$ cat config.mk
export PLATFORM = sky130hd
export DESIGN_NAME = data_checksum_addr
export DESIGN_NICKNAME = d
export VERILOG_FILES = /design/src/shared/csum_pkg.sv /design/src/hdl/data_checksum_addr.sv
export SDC_FILE = /design/constraint.sdc
export NUM_CORES = 1
export LEC_CHECK = 0
export BUFFER_PORTS_ARGS = -buffer_cell sky130_fd_sc_hd__buf_2
export CORE_UTILIZATION = 55
export DETAILED_ROUTE_END_ITERATION = 6
export GPL_TIMING_DRIVEN = 0
export HOLD_SLACK_MARGIN = 0.1
export PLACE_DENSITY = 0.74
export SETUP_SLACK_MARGIN = 0.4
export SLEW_MARGIN = 20
export SYNTH_ARGS = -nofsm -noshare
export SYNTH_HDL_FRONTEND = slang
export SYNTH_SLANG_ARGS = --single-unit
export TNS_END_PERCENT = 30
$ cat constraint.sdc
create_clock -name clk_i -period 7.08 [get_ports clk_i]
set_clock_uncertainty 0.1 [all_clocks]
set_input_delay 1.416 -clock clk_i [delete_from_list [all_inputs] [get_ports clk_i]]
set_output_delay 1.416 -clock clk_i [all_outputs]
set_load 0.1 [all_outputs]
$ cat src/shared/csum_pkg.sv
// shared constants, types and crc helper for the checksum and bus-address block
package csum_pkg;

    // register offsets on the internal register port
    localparam logic [7:0] CSUM_ENABLE_OFS = 8'h40;
    localparam logic [7:0] CSUM_VALUE_OFS = 8'h44;
    localparam logic [7:0] BUS_ADDR_OFS = 8'h48;

    // field positions
    localparam int CHECKSUM_ON_BIT = 0;
    localparam int KEEP_ADDRESS_BIT = 15;
    localparam int ADDR_FIELD_MSB = 6;
    localparam int ADDR_RSVD_MSB = 14;
    localparam int ADDR_RSVD_LSB = 7;

    // reset values
    localparam logic [6:0] BUS_ADDR_DEFAULT = 7'h2e;
    localparam logic [15:0] CSUM_RESET = 16'h0000;

    // crc-ccitt kermit parameters
    localparam logic [15:0] CRC_POLY = 16'h1021;
    localparam logic [15:0] CRC_INIT = 16'h0000;
    localparam logic [15:0] CRC_XOROUT = 16'h0000;

    // the size field sits in bytes 2..5 of each frame, big-endian
    localparam int SIZE_FIRST_BYTE = 2;
    localparam int SIZE_LAST_BYTE = 5;

    // stream indices
    localparam int NSTREAM = 2;
    localparam int STREAM_CMD = 0;
    localparam int STREAM_RSP = 1;

    // states of the command state machine, owned outside this block
    typedef enum logic [2:0] {
        ST_IDLE,
        ST_READY,
        ST_RECEPTION,
        ST_EXECUTION,
        ST_COMPLETION
    } cmd_state_t;

    // one data byte of a command or response
    typedef struct packed {
        logic valid;
        logic [7:0] data;
    } byte_beat_t;

    // one register access from the bus protocol layer
    typedef struct packed {
        logic wr;
        logic rd;
        logic [7:0] addr;
        logic [15:0] wdata;
    } reg_req_t;

    // bit-reverse a 16-bit word
    function automatic logic [15:0] reflect16(input logic [15:0] v);
        logic [15:0] r;
        r = '0;
        for (int i = 0; i < 16; i++) begin
            r[i] = v[15 - i];
        end
        return r;
    endfunction

    // one byte through the reflected crc, lsb of the byte first
    function automatic logic [15:0] crc_step(input logic [15:0] crc, input logic [7:0] d);
        logic [15:0] c;
        logic [15:0] rpoly;
        c = crc ^ {8'h00, d};
        rpoly = reflect16(CRC_POLY);
        for (int i = 0; i < 8; i++) begin
            c = c[0] ? ((c >> 1) ^ rpoly) : (c >> 1);
        end
        return c;
    endfunction

endpackage

$ cat src/hdl/data_checksum_addr.sv
// data checksum, frame flags and bus-address register of the serial interface
//
// Summary of operation
// - checksum_on_bit enables calculation when 1; it is 0 after reset
// - enable writes accepted once power-on initialization is done
// - enable writes accepted in idle or ready state
// - enable writes ignored in reception, execution or completion state
// - read-only 16-bit checksum shows crc of bytes since the last frame start, updated per byte; reset zero
// - crc-ccitt kermit: polynomial 0x1021, start value 0x0000
// - input bytes and result reflected, final xor zero
// - "123456789" gives 0x8921, read low byte first
// - "1122334455" gives 0xd367, read low byte first
// - sample command 00 c1 ... 00 01 gives 0xfbbf
// - sample response 80 01 ... 00 00 gives 0x6733
// - while enabled, every command and response byte enters the crc
// - command crc updated before more-bytes flag falls
// - command crc held from flag fall until execute strobe
// - response crc updated before response-pending flag falls
// - response crc held from flag fall until ready request
// - address bits 6:0 read current address, default 0x2e, new one applies next access
// - keep_address_bit 1 stores address persistently, 0 makes it volatile
// - address bits 14:7 read as zero
// - more-bytes flag high until size-field byte count received
// - response-pending flag high until all response data returned
module data_checksum_addr #(
    parameter int SIZE_W = 32
) (
    // clock and reset
    input wire logic clk_i,
    input wire logic sys_rst_i,
    // register port from the bus protocol layer
    input wire csum_pkg::reg_req_t reg_req_i,
    output logic [15:0] reg_rdata_o,
    output logic reg_rvalid_o,
    // state of the command state machine
    input wire logic init_done_i,
    input wire csum_pkg::cmd_state_t cmd_state_i,
    input wire logic execute_strobe_i,
    input wire logic ready_request_i,
    // data streams: command bytes written, response bytes read
    input wire csum_pkg::byte_beat_t cmd_beat_i,
    input wire csum_pkg::byte_beat_t rsp_beat_i,
    input wire logic rsp_start_i,
    // frame status flags
    output logic more_bytes_o,
    output logic response_pending_o,
    output logic checksum_on_o,
    // bus address and its persistent store
    input wire logic host_access_start_i,
    input wire logic [6:0] nv_address_i,
    input wire logic nv_address_valid_i,
    output logic [6:0] bus_address_o,
    output logic nv_write_o,
    output logic [6:0] nv_address_o
);

    csum_pkg::byte_beat_t beat [csum_pkg::NSTREAM];
    logic frame_open [csum_pkg::NSTREAM];
    logic [SIZE_W-1:0] cnt_r [csum_pkg::NSTREAM];
    logic [SIZE_W-1:0] size_r [csum_pkg::NSTREAM];
    logic [SIZE_W-1:0] size_nxt [csum_pkg::NSTREAM];
    logic done [csum_pkg::NSTREAM];
    logic done_r [csum_pkg::NSTREAM];
    logic flag_r [csum_pkg::NSTREAM];
    logic [15:0] csum_r;
    logic [15:0] csum_nxt;
    logic [15:0] csum_view;
    logic checksum_on_r;
    logic en_accept;
    logic wr_en;
    logic wr_addr;
    logic [6:0] addr_r;
    logic [6:0] pend_addr_r;
    logic pend_r;
    logic nv_loaded_r;

    // the two streams share one counter layout
    assign beat[csum_pkg::STREAM_CMD] = cmd_beat_i;
    assign beat[csum_pkg::STREAM_RSP] = rsp_beat_i;
    assign frame_open[csum_pkg::STREAM_CMD] = cmd_beat_i.valid && (cnt_r[csum_pkg::STREAM_CMD] == '0);
    assign frame_open[csum_pkg::STREAM_RSP] = rsp_start_i;

    // per stream: byte count, size capture and status flag
    for (genvar s = 0; s < csum_pkg::NSTREAM; s++) begin : g_stream
        // size field shifts in while its bytes pass
        always_comb begin
            size_nxt[s] = size_r[s];
            if (cnt_r[s] >= SIZE_W'(csum_pkg::SIZE_FIRST_BYTE)
                    && cnt_r[s] <= SIZE_W'(csum_pkg::SIZE_LAST_BYTE)) begin
                size_nxt[s] = {size_r[s][SIZE_W-9:0], beat[s].data};
            end
        end

        // a short size field still ends the frame once the field is complete
        assign done[s] = beat[s].valid && cnt_r[s] >= SIZE_W'(csum_pkg::SIZE_LAST_BYTE)
            && (cnt_r[s] + SIZE_W'(1)) >= size_nxt[s];

        always_ff @(posedge clk_i or posedge sys_rst_i) begin
            if (sys_rst_i) begin
                cnt_r[s] <= '0;
                size_r[s] <= '0;
            end else if (done[s]) begin
                cnt_r[s] <= '0;
                size_r[s] <= '0;
            end else if (beat[s].valid) begin
                cnt_r[s] <= cnt_r[s] + SIZE_W'(1);
                size_r[s] <= size_nxt[s];
            end
        end

        // flag falls one edge after the crc took the last byte
        always_ff @(posedge clk_i or posedge sys_rst_i) begin
            if (sys_rst_i) begin
                done_r[s] <= 1'b0;
                flag_r[s] <= 1'b0;
            end else begin
                done_r[s] <= done[s];
                if (frame_open[s] && !done[s]) begin
                    flag_r[s] <= 1'b1;
                end else if (done_r[s]) begin
                    flag_r[s] <= 1'b0;
                end
            end
        end
    end

    assign more_bytes_o = flag_r[csum_pkg::STREAM_CMD];
    assign response_pending_o = flag_r[csum_pkg::STREAM_RSP];

    // enable writes only outside a command in flight
    always_comb begin
        case (cmd_state_i)
            csum_pkg::ST_IDLE: en_accept = init_done_i;
            csum_pkg::ST_READY: en_accept = init_done_i;
            default: en_accept = 1'b0;
        endcase
    end

    // register decode
    always_comb begin
        wr_en = 1'b0;
        wr_addr = 1'b0;
        if (reg_req_i.wr && reg_req_i.addr == csum_pkg::CSUM_ENABLE_OFS) begin
            wr_en = 1'b1;
        end else if (reg_req_i.wr && reg_req_i.addr == csum_pkg::BUS_ADDR_OFS) begin
            wr_addr = 1'b1;
        end
    end

    // checksum enable bit
    always_ff @(posedge clk_i or posedge sys_rst_i) begin
        if (sys_rst_i) begin
            checksum_on_r <= 1'b0;
        end else if (wr_en && en_accept) begin
            checksum_on_r <= reg_req_i.wdata[csum_pkg::CHECKSUM_ON_BIT];
        end
    end

    assign checksum_on_o = checksum_on_r;

    // crc over whichever stream carries a byte; they never overlap
    always_comb begin
        csum_nxt = csum_r;
        if (checksum_on_r) begin
            for (int s = 0; s < csum_pkg::NSTREAM; s++) begin
                if (beat[s].valid) begin
                    // restart at each frame's first byte
                    csum_nxt = csum_pkg::crc_step(
                        (cnt_r[s] == '0) ? csum_pkg::CRC_INIT : csum_r,
                        beat[s].data);
                end
            end
        end
    end

    // value holds between frames, so it stays put until execute or ready request
    always_ff @(posedge clk_i or posedge sys_rst_i) begin
        if (sys_rst_i) begin
            csum_r <= csum_pkg::CSUM_RESET;
        end else begin
            csum_r <= csum_nxt;
        end
    end

    // bytes swapped on the way out, so the low byte sent first matches the check values
    assign csum_view = {csum_r[7:0], csum_r[15:8]};

    // persistent address is reloaded just after reset release
    always_ff @(posedge clk_i or posedge sys_rst_i) begin
        if (sys_rst_i) begin
            nv_loaded_r <= 1'b0;
        end else begin
            nv_loaded_r <= 1'b1;
        end
    end

    // new address waits for the next host access so the current one completes
    always_ff @(posedge clk_i or posedge sys_rst_i) begin
        if (sys_rst_i) begin
            addr_r <= csum_pkg::BUS_ADDR_DEFAULT;
            pend_addr_r <= csum_pkg::BUS_ADDR_DEFAULT;
            pend_r <= 1'b0;
        end else begin
            if (!nv_loaded_r && nv_address_valid_i) begin
                addr_r <= nv_address_i;
            end else if (host_access_start_i && pend_r) begin
                addr_r <= pend_addr_r;
            end
            if (wr_addr) begin
                pend_addr_r <= reg_req_i.wdata[csum_pkg::ADDR_FIELD_MSB:0];
                pend_r <= 1'b1;
            end else if (host_access_start_i) begin
                pend_r <= 1'b0;
            end
        end
    end

    assign bus_address_o = addr_r;

    // persistent store write; volatile writes leave the store alone
    always_ff @(posedge clk_i or posedge sys_rst_i) begin
        if (sys_rst_i) begin
            nv_write_o <= 1'b0;
            nv_address_o <= csum_pkg::BUS_ADDR_DEFAULT;
        end else begin
            nv_write_o <= wr_addr && reg_req_i.wdata[csum_pkg::KEEP_ADDRESS_BIT];
            if (wr_addr && reg_req_i.wdata[csum_pkg::KEEP_ADDRESS_BIT]) begin
                nv_address_o <= reg_req_i.wdata[csum_pkg::ADDR_FIELD_MSB:0];
            end
        end
    end

    // read data one cycle after the request; unmapped offsets read zero
    always_ff @(posedge clk_i or posedge sys_rst_i) begin
        if (sys_rst_i) begin
            reg_rdata_o <= '0;
            reg_rvalid_o <= 1'b0;
        end else begin
            reg_rvalid_o <= reg_req_i.rd;
            reg_rdata_o <= '0;
            if (reg_req_i.addr == csum_pkg::CSUM_VALUE_OFS) begin
                reg_rdata_o <= csum_view ^ csum_pkg::CRC_XOROUT;
            end else if (reg_req_i.addr == csum_pkg::CSUM_ENABLE_OFS) begin
                reg_rdata_o[csum_pkg::CHECKSUM_ON_BIT] <= checksum_on_r;
            end else if (reg_req_i.addr == csum_pkg::BUS_ADDR_OFS) begin
                reg_rdata_o[csum_pkg::ADDR_FIELD_MSB:0] <= addr_r;
            end
        end
    end

    // checks
    a_enable_accept: assert property (@(posedge clk_i) disable iff (sys_rst_i)
        wr_en && en_accept |=> checksum_on_o == $past(reg_req_i.wdata[0]))
        else $error("accepted enable write not applied");

    a_enable_ignore: assert property (@(posedge clk_i) disable iff (sys_rst_i)
        wr_en && cmd_state_i == csum_pkg::ST_RECEPTION |=> $stable(checksum_on_o))
        else $error("enable changed during reception");

    a_crc_off_hold: assert property (@(posedge clk_i) disable iff (sys_rst_i)
        !checksum_on_r && (cmd_beat_i.valid || rsp_beat_i.valid) |=> $stable(csum_r))
        else $error("crc moved while disabled");

    a_crc_first_byte: assert property (@(posedge clk_i) disable iff (sys_rst_i)
        checksum_on_r && cmd_beat_i.valid && cnt_r[0] == '0
        |=> csum_r == csum_pkg::crc_step(csum_pkg::CRC_INIT, $past(cmd_beat_i.data)))
        else $error("crc not restarted at frame start");

    a_cmd_flag_order: assert property (@(posedge clk_i) disable iff (sys_rst_i)
        done[0] && more_bytes_o |=> more_bytes_o ##1 (!more_bytes_o && $stable(csum_r)))
        else $error("more-bytes flag fell before crc settled");

    a_rsp_flag_order: assert property (@(posedge clk_i) disable iff (sys_rst_i)
        done[1] && response_pending_o |=> response_pending_o ##1 !response_pending_o)
        else $error("response flag timing wrong");

    a_csum_idle_hold: assert property (@(posedge clk_i) disable iff (sys_rst_i)
        !cmd_beat_i.valid && !rsp_beat_i.valid [*2] |-> $stable(csum_r))
        else $error("checksum changed with no data");

    a_csum_readback: assert property (@(posedge clk_i) disable iff (sys_rst_i)
        reg_req_i.rd && reg_req_i.addr == csum_pkg::CSUM_VALUE_OFS
        |=> reg_rvalid_o && reg_rdata_o == $past(csum_view))
        else $error("checksum readback wrong");

    a_addr_reserved: assert property (@(posedge clk_i) disable iff (sys_rst_i)
        reg_req_i.rd && reg_req_i.addr == csum_pkg::BUS_ADDR_OFS
        |=> reg_rdata_o[14:7] == 8'h00 && reg_rdata_o[6:0] == $past(addr_r))
        else $error("address readback wrong");

    a_addr_apply: assert property (@(posedge clk_i) disable iff (sys_rst_i)
        nv_loaded_r && host_access_start_i && pend_r |=> bus_address_o == $past(pend_addr_r))
        else $error("new address not applied at access");

    a_keep_write: assert property (@(posedge clk_i) disable iff (sys_rst_i)
        wr_addr |=> nv_write_o == $past(reg_req_i.wdata[15]))
        else $error("persistent store write mismatch");

    // rule checks written against states and constants, not against en_accept above
    a_enable_early: assert property (@(posedge clk_i) disable iff (sys_rst_i)
        wr_en && !init_done_i |=> $stable(checksum_on_o))
        else $error("enable write taken before initialization");

    a_enable_free: assert property (@(posedge clk_i) disable iff (sys_rst_i)
        wr_en && init_done_i
        && (cmd_state_i == csum_pkg::ST_IDLE || cmd_state_i == csum_pkg::ST_READY)
        |=> checksum_on_o == $past(reg_req_i.wdata[csum_pkg::CHECKSUM_ON_BIT]))
        else $error("enable write refused in idle or ready");

    a_crc_next_byte: assert property (@(posedge clk_i) disable iff (sys_rst_i)
        checksum_on_r && cmd_beat_i.valid && cnt_r[csum_pkg::STREAM_CMD] != '0
        |=> csum_r == csum_pkg::crc_step($past(csum_r), $past(cmd_beat_i.data)))
        else $error("command byte not folded into crc");

    a_rsp_first_byte: assert property (@(posedge clk_i) disable iff (sys_rst_i)
        checksum_on_r && rsp_beat_i.valid && cnt_r[csum_pkg::STREAM_RSP] == '0
        |=> csum_r == csum_pkg::crc_step(csum_pkg::CRC_INIT, $past(rsp_beat_i.data)))
        else $error("crc not restarted at response start");

    // a stray byte before execute or ready request would be the only way to move the value
    a_cmd_crc_hold: assert property (@(posedge clk_i) disable iff (sys_rst_i)
        !more_bytes_o && !execute_strobe_i && !cmd_beat_i.valid && !rsp_beat_i.valid
        |=> $stable(csum_r))
        else $error("command crc moved before execute");

    a_rsp_crc_hold: assert property (@(posedge clk_i) disable iff (sys_rst_i)
        !response_pending_o && !ready_request_i && !cmd_beat_i.valid && !rsp_beat_i.valid
        |=> $stable(csum_r))
        else $error("response crc moved before ready request");

    a_value_readonly: assert property (@(posedge clk_i) disable iff (sys_rst_i)
        reg_req_i.wr && reg_req_i.addr == csum_pkg::CSUM_VALUE_OFS
        && !cmd_beat_i.valid && !rsp_beat_i.valid |=> $stable(csum_r))
        else $error("checksum register took a write");

    a_cmd_flag_set: assert property (@(posedge clk_i) disable iff (sys_rst_i)
        cmd_beat_i.valid && cnt_r[csum_pkg::STREAM_CMD] == '0 |=> more_bytes_o)
        else $error("more-bytes flag not raised at command start");

    a_rsp_flag_set: assert property (@(posedge clk_i) disable iff (sys_rst_i)
        rsp_start_i && !rsp_beat_i.valid |=> response_pending_o)
        else $error("response flag not raised at response start");

    a_addr_hold: assert property (@(posedge clk_i) disable iff (sys_rst_i)
        nv_loaded_r && !host_access_start_i |=> $stable(bus_address_o))
        else $error("bus address changed outside a host access");

    a_volatile_addr: assert property (@(posedge clk_i) disable iff (sys_rst_i)
        wr_addr && !reg_req_i.wdata[csum_pkg::KEEP_ADDRESS_BIT] |=> !nv_write_o)
        else $error("volatile address reached the store");

endmodule

==> flow_metrics.tcl, run 1 <==
set metrics [dict create \
    setup_viol 0 \
    rsz0062_at_grt "no" \
    cp-end-kind "register" \
    core.rowCount 55 \
    setup_ws_ps 1666 \
    routed_wirelength_um 31970 \
    pin_count 97 \
    synth.distinct_cells 62 \
    cts_hold_buf 0 \
    clk_pin_slew_ps 90 \
    dpl.hpwl_um 23290 \
    postSynthCellCount 1349 \
    max_slew_margin 0.3269 \
    layout_commonest_cell "dfrtp_1" \
    reg2reg_slack_ps 1670 \
    grt_use_total 0.2760 \
    clock_latency_ps 440 \
    fin_crit_sh 0.7647 \
    cts_buffers 17 \
    fp.dieArea_um2 23600 \
    syn-num-nets 1483 \
    first_pass_iters 5 \
    hold_viol_final 0 \
    start_kind "register" \
    r2r-end "size_r[32]$_DFFE_PP0P_" \
    status "finished clean" \
    powerDensity_nw_per_um2 303.3 \
    period_needed_ps 5414 \
    root_buffer "clkbuf_16" \
    fp.dieW_um 153.6 \
    cts_sinks 190 \
    drt_iter0_drc 791 \
    drv_cap 0 \
    antenna_left 0 \
    cp.arrival_ps 5670 \
    ys.flop_type "dfrtp_1" \
    netlist_area_um2 12640 \
    path_class "register to register" \
    hp-class "register to register" \
    ys_seq_area_frac 0.3772 \
    nNetsFinal 1581 \
    layout_common_cells "dfrtp_1, nand2_1, buf_2" \
    p_leak_nw 6.648 \
    whs_endpoint "more_bytes_o$_DFFE_PP0P_" \
    grt_max_degree 103 \
    coreArea_um2 22570 \
    port_buffers 78 \
    cp_max_fo 10 \
    avgSynthCellArea_um2 9.372 \
    area_delta_synth_final_pct 10.75 \
    drt_drc_violations_left 0 \
    yosys_warnings 0 \
    vias_per_cell 5.979 \
    grt_pass1_wl_um 51850 \
    dieHeight_um 153.6 \
    hp-start "done_r[1]$_DFF_PP0_" \
    cts_buffer_depth 2 \
    initial_utilization 0.5601 \
    cpPeakStageDelay_ps 620 \
    first_global_vias 10040 \
    antenna_cells 0 \
    fin_util 0.6203 \
    grt-ovfl-total 0 \
    synth_async_sr_flop_share 1.000 \
    preCtsSetupSlack_ps 1774 \
    ys_seq_elements 190 \
    vdd_ir_drop_max_mv 0.1929 \
    tightest_slew_ps 1010 \
    slew_violations 0 \
    hold_depth 1 \
    via_count 10430 \
    worstRegToRegCells 16 \
    synth_edf_count 0 \
    h-tree-depth 4 \
    gp_congestion 0.8991 \
    drive_gt1_frac 0.1363 \
    cp_cell_sequence "buf_2, nor4_1, nand4_1, nor3_4, o311ai_4, clkbuf_1, mux2i_1, ha_1, a21oi_1, nor2_1, a2111oi_0, a311oi_1, nor4_4, nor3_2, buf_2, a21oi_1" \
    r2r-start "cnt_r[60]$_DFFE_PP0P_" \
    cts-resized-gates 0 \
    tritoncts "built" \
    antenna_found_initial 0 \
    crit_slowest_cell "nor4_4" \
    wire_per_inst_um 18.32 \
    cp_data_required_time_ps 7330 \
    post_cts_buffers 0 \
    fmax_mhz 184.7 \
]
==> stage by stage <==
| step | instances | hold WS (ps) | setup TNS (ps) | total power [mW] | cell area [um^2] |
|---|---|---|---|---|---|
| 6_report | 1745 | 353.6 | 0 | 4.247 | 14000 |
| 5_1_grt | 1745 | 376.8 | 0 | 4.504 | 14000 |
| 4_1_cts | 1745 | 351.3 | 0 | 4.232 | 14000 |
| 3_5_place_dp | 1713 | 339.6 | 0 | 3.262 | 13430 |
| 3_3_place_gp | 1712 | 325.1 | -340070 | 3.199 | 13390 |
| 2_1_floorplan | 1349 | 320.2 | 0 | 2.806 | 12640 |
==> cell usage after synthesis (all sizes together), types with 21 or more instances <==
library cell	count	area share
nand4	35	0.017
nor3	28	0.013
dfrtp	178	0.35
ha	72	0.071
xor2	82	0.057
a21oi	60	0.024
inv	24	0.0071
nand3	37	0.016
o21ai	47	0.019
nand2	178	0.053
clkbuf	45	0.013
nor2	86	0.026
a211oi	68	0.042
buf	42	0.017
xnor2	87	0.060
nor4	21	0.014
mux2i	112	0.089
==> cells by family after synthesis <==
logic type | synth area share
buf+inv | 0.03760
mux | 0.1038
other cells | 0.0002966
flops | 0.3772
simple gates | 0.1675
fa+ha+maj | 0.07125
xor+xnor | 0.1171
compound gates | 0.1252
==> how the worst max path moves through the flow <==
stage	start	to	slack (ps)
final	cnt_r[60]$_DFFE_PP0P_	size_r[32]$_DFFE_PP0P_	1670
after CTS	cnt_r[0]$_DFFE_PP0P_	size_r[2]$_DFFE_PP0P_	1770
after global routing	cnt_r[0]$_DFFE_PP0P_	size_r[31]$_DFFE_PP0P_	1370
after global placement	sys_rst_i	reg_rdata_o[3]$_DFF_PP0_	-1920
after detailed placement	cnt_r[0]$_DFFE_PP0P_	size_r[0]$_DFFE_PP0P_	1770
after floorplan	sys_rst_i	bus_address_o[0]$_DFFE_PP0P_	410
==> layer usage <==
| layer | track usage | vias up | wire (um) |
|---|---|---|---|
| li1 | - | 4980 | - |
| met3 | 0.03720 | 33 | 1520 |
| met4 | 0.07381 | 0 | 417 |
| met1 | 0.3896 | 5107 | 14710 |
| met2 | 0.4459 | 313 | 15320 |
| met5 | 0 | - | 0 |
==> power by group <==
part	switching, mW	total, mW	internal, mW
combinational	1.12	1.83	0.712
sequential	0.199	1.46	1.26
clock	0.486	0.955	0.469
total	1.80	4.25	2.45
==> state kept, by name, indices dropped and copies added, names as in the netlist, 2 cells and up <==
signal,cells
nv_address_o,7
cnt_r,64
reg_rdata_o,16
done_r,2
size_r,64
pend_addr_r,7
csum_r,16
bus_address_o,7
==> area by class of cell <==
cell class	instances	area [um^2]
tap	285	356.6
clock inverter	15	151.4
sequential	190	4770
timing repair buffer	79	417.9
fill	1935	8569
clock buffer	17	425.4
multi-input combinational	1047	7398
buffer	87	381.6
inverter	25	101.3
==> worst max-delay path, delay by kind of cell (launching register included) <==
kind / cells / cell delay, ps
and+or+nand+nor: 6 / 2100
DFF: 1 / 360
adders and majority gates: 1 / 270
muxes: 1 / 310
buffers and inverters: 3 / 830
AOI/OAI and AO/OA: 5 / 1330
Power figures use the tool's default switching activity.
==> run 2, diff against run 1 <==
Settings changed: PLACE_DENSITY 0.74 to 0.77.
Clock period 7.08 ns to 4.5 ns, I/O delays scaled along.
==> run 2 against run 1 <==
Sequential power increased by 60%. Via count increased by 4.8%. Setup slack got worse by 1200 ps. Largest power group unchanged. Highest routed layer unchanged. Fmax increased by 34%. First-iteration DRC count increased by 13%. Total power increased by 74%. Critical path type unchanged.
==> flow_metrics.tcl, run 2 (synthesized netlist as in run 1, its figures left out) <==
set metrics [dict create \
    status "finished clean" \
    power_frac_comb 0.480 \
    port_buffers 78 \
    fp.dieArea_um2 23600 \
    hp-class "primary input to asynchronous set/reset pin" \
    gp_congestion 0.8869 \
    clkPwrFrac 0.204 \
    tritoncts "built" \
    root_buffer "clkbuf_16" \
    cts_hold_buf 0 \
    path_class "register to register" \
    cp-end-kind "register" \
    first_pass_iters 5 \
    slew_violations 0 \
    cts_sinks 190 \
    reg2reg_slack_ps 450 \
    grt-ovfl-total 0 \
    pin_count 97 \
    vias_per_cell 6.112 \
    drt_drc_violations_left 0 \
    first_global_vias 10630 \
    netSwitchingPower_mw 3.138 \
    core.rowCount 55 \
    period_needed_ps 4046 \
    setup.worst_path.start "cnt_r[29]$_DFFE_PP0P_" \
    antenna_cells 0 \
    layout_common_cells "nand2_1, dfrtp_1, mux2i_1" \
    tightest_slew_ps 991.7 \
    setup_viol 0 \
    intPower_mw 4.248 \
    r2r-start "cnt_r[29]$_DFFE_PP0P_" \
    pwr-share-seq 0.315 \
    reg_top3 "cnt_r (64), size_r (64)" \
    r2r-end "cnt_r[13]$_DFFE_PP0P_" \
    antenna_found_initial 0 \
    via_count 10940 \
    grt_max_degree 36 \
    cp_data_required_time_ps 4750 \
    cts_buffers 17 \
    fmax_mhz 247.2 \
    rsz0062_at_grt "yes" \
    antenna_left 0 \
    p_leak_nw 7.145 \
    fin_util 0.6675 \
    drive_gt1_frac 0.2294 \
    fp.dieW_um 153.6 \
    fin_crit_sh 0.8990 \
    cp_max_fo 10 \
    drv_cap 0 \
    drt_iter0_drc 897 \
    holdWs_ps 251.5 \
    placedCellCount 1718 \
    grt_pass1_wl_um 54480 \
    cp.arrival_ps 4300 \
    start_kind "register" \
    max_slew_margin 0.3388 \
    tns_ps 0 \
    dieHeight_um 153.6 \
    layout_commonest_cell "nand2_1" \
    initial_utilization 0.5601 \
    vdd_ir_drop_max_mv 0.2875 \
    nNetsFinal 1625 \
    coreArea_um2 22570 \
    grt_use_total 0.2888 \
    dpl-instance-area_um2 13510 \
    clk_pin_slew_ps 80 \
    sw_frac_of_total 0.4248 \
    worstRegToRegCells 15 \
    wire_per_inst_um 19.38 \
    clock_latency_ps 450 \
    routed_wirelength_um 34680 \
    area_delta_synth_final_pct 19.16 \
    hold_viol_final 0 \
    h-tree-depth 4 \
    finalInstanceArea_um2 15070 \
    dpl.hpwl_um 23660 \
    powerDensity_nw_per_um2 490.2 \
    cts_buffer_depth 2 \
    layout.cells.non_filler 1789 \
]
-- run 2: cell count changes in the layout (fill, tap and decap cells not counted), sizes merged --
cell / delta
clkinv: -3
o21ai: +1
buf: +49
clkinvlp: +1
clkbuf: -4
-- run 2: repair_timing --
action / in CTS / in global routing
pin swaps: 14 / 26
endpoints found under the setup margin: 131 / 131
setup buffers: 16 / 21
cloned: 1 / 1
endpoints found under the hold margin: 0 / 0
resized for setup: 57 / 137
-- run 2: final cells by class --
class	instances	area (um^2)
Tap cell	285	356.6
Sequential cell	190	4780
Clock inverter	13	122.6
Clock buffer	19	442.9
Timing Repair Buffer	122	797.0
Multi-Input combinational cell	1048	7931
Buffer	87	538.0
Inverter	25	97.59
Fill cell	1722	7506
-- run 2: how the worst max path moves through the flow --
stage          depth (start not counted)                     to
4_1_cts                               16  cnt_r[38]$_DFFE_PP0P_
5_1_grt                               17  cnt_r[22]$_DFFE_PP0P_
3_5_place_dp                          16  size_r[4]$_DFFE_PP0P_
6_report                              15  cnt_r[13]$_DFFE_PP0P_
2_1_floorplan                         16  size_r[0]$_DFFE_PP0P_
3_3_place_gp                          16  size_r[0]$_DFFE_PP0P_
-- run 2: worst max-delay path, cell delays in order, from the launching register on --
cell	delay [ps]
dfrtp_1	460
nor4_1	300
nand4_1	120
buf_4	180
a2111oi_4	280
buf_4	220
buf_6	180
mux2i_2	290
ha_1	310
a2111oi_2	360
o21ai_1	140
a211oi_2	350
buf_4	180
buf_4	140
o21ai_0	100
a21oi_1	240
-- run 2: power groups by stage --
| stage | sequential (mW) | combinational (mW) | clock [mW] |
|---|---|---|---|
| 6_report | 2.33 | 3.55 | 1.51 |
| 5_1_grt | 2.35 | 3.82 | 1.58 |
| 4_1_cts | 2.30 | 3.05 | 1.52 |
| 3_5_place_dp | 2.32 | 2.81 | 0 |
| 3_3_place_gp | 2.32 | 2.71 | 0 |
| 2_1_floorplan | 2.32 | 2.09 | 0 |
-- run 2: stage by stage --
stage | power, mW | setup slack (ps)
3_5_place_dp | 5.131 | -786.7
6_report | 7.386 | 454.4
4_1_cts | 6.870 | 380.3
5_1_grt | 7.748 | 274.1
3_3_place_gp | 5.025 | -713.4
2_1_floorplan | 4.416 | 354.6
-- run 2: layer usage --
metal | up-vias | track usage | part of all wire
li1 | 5078 | - | -
met1 | 5403 | 0.3940 | 0.43
met2 | 396 | 0.4801 | 0.49
met3 | 58 | 0.03664 | 0.057
met4 | 0 | 0.08667 | 0.017
met5 | - | 0 | 0
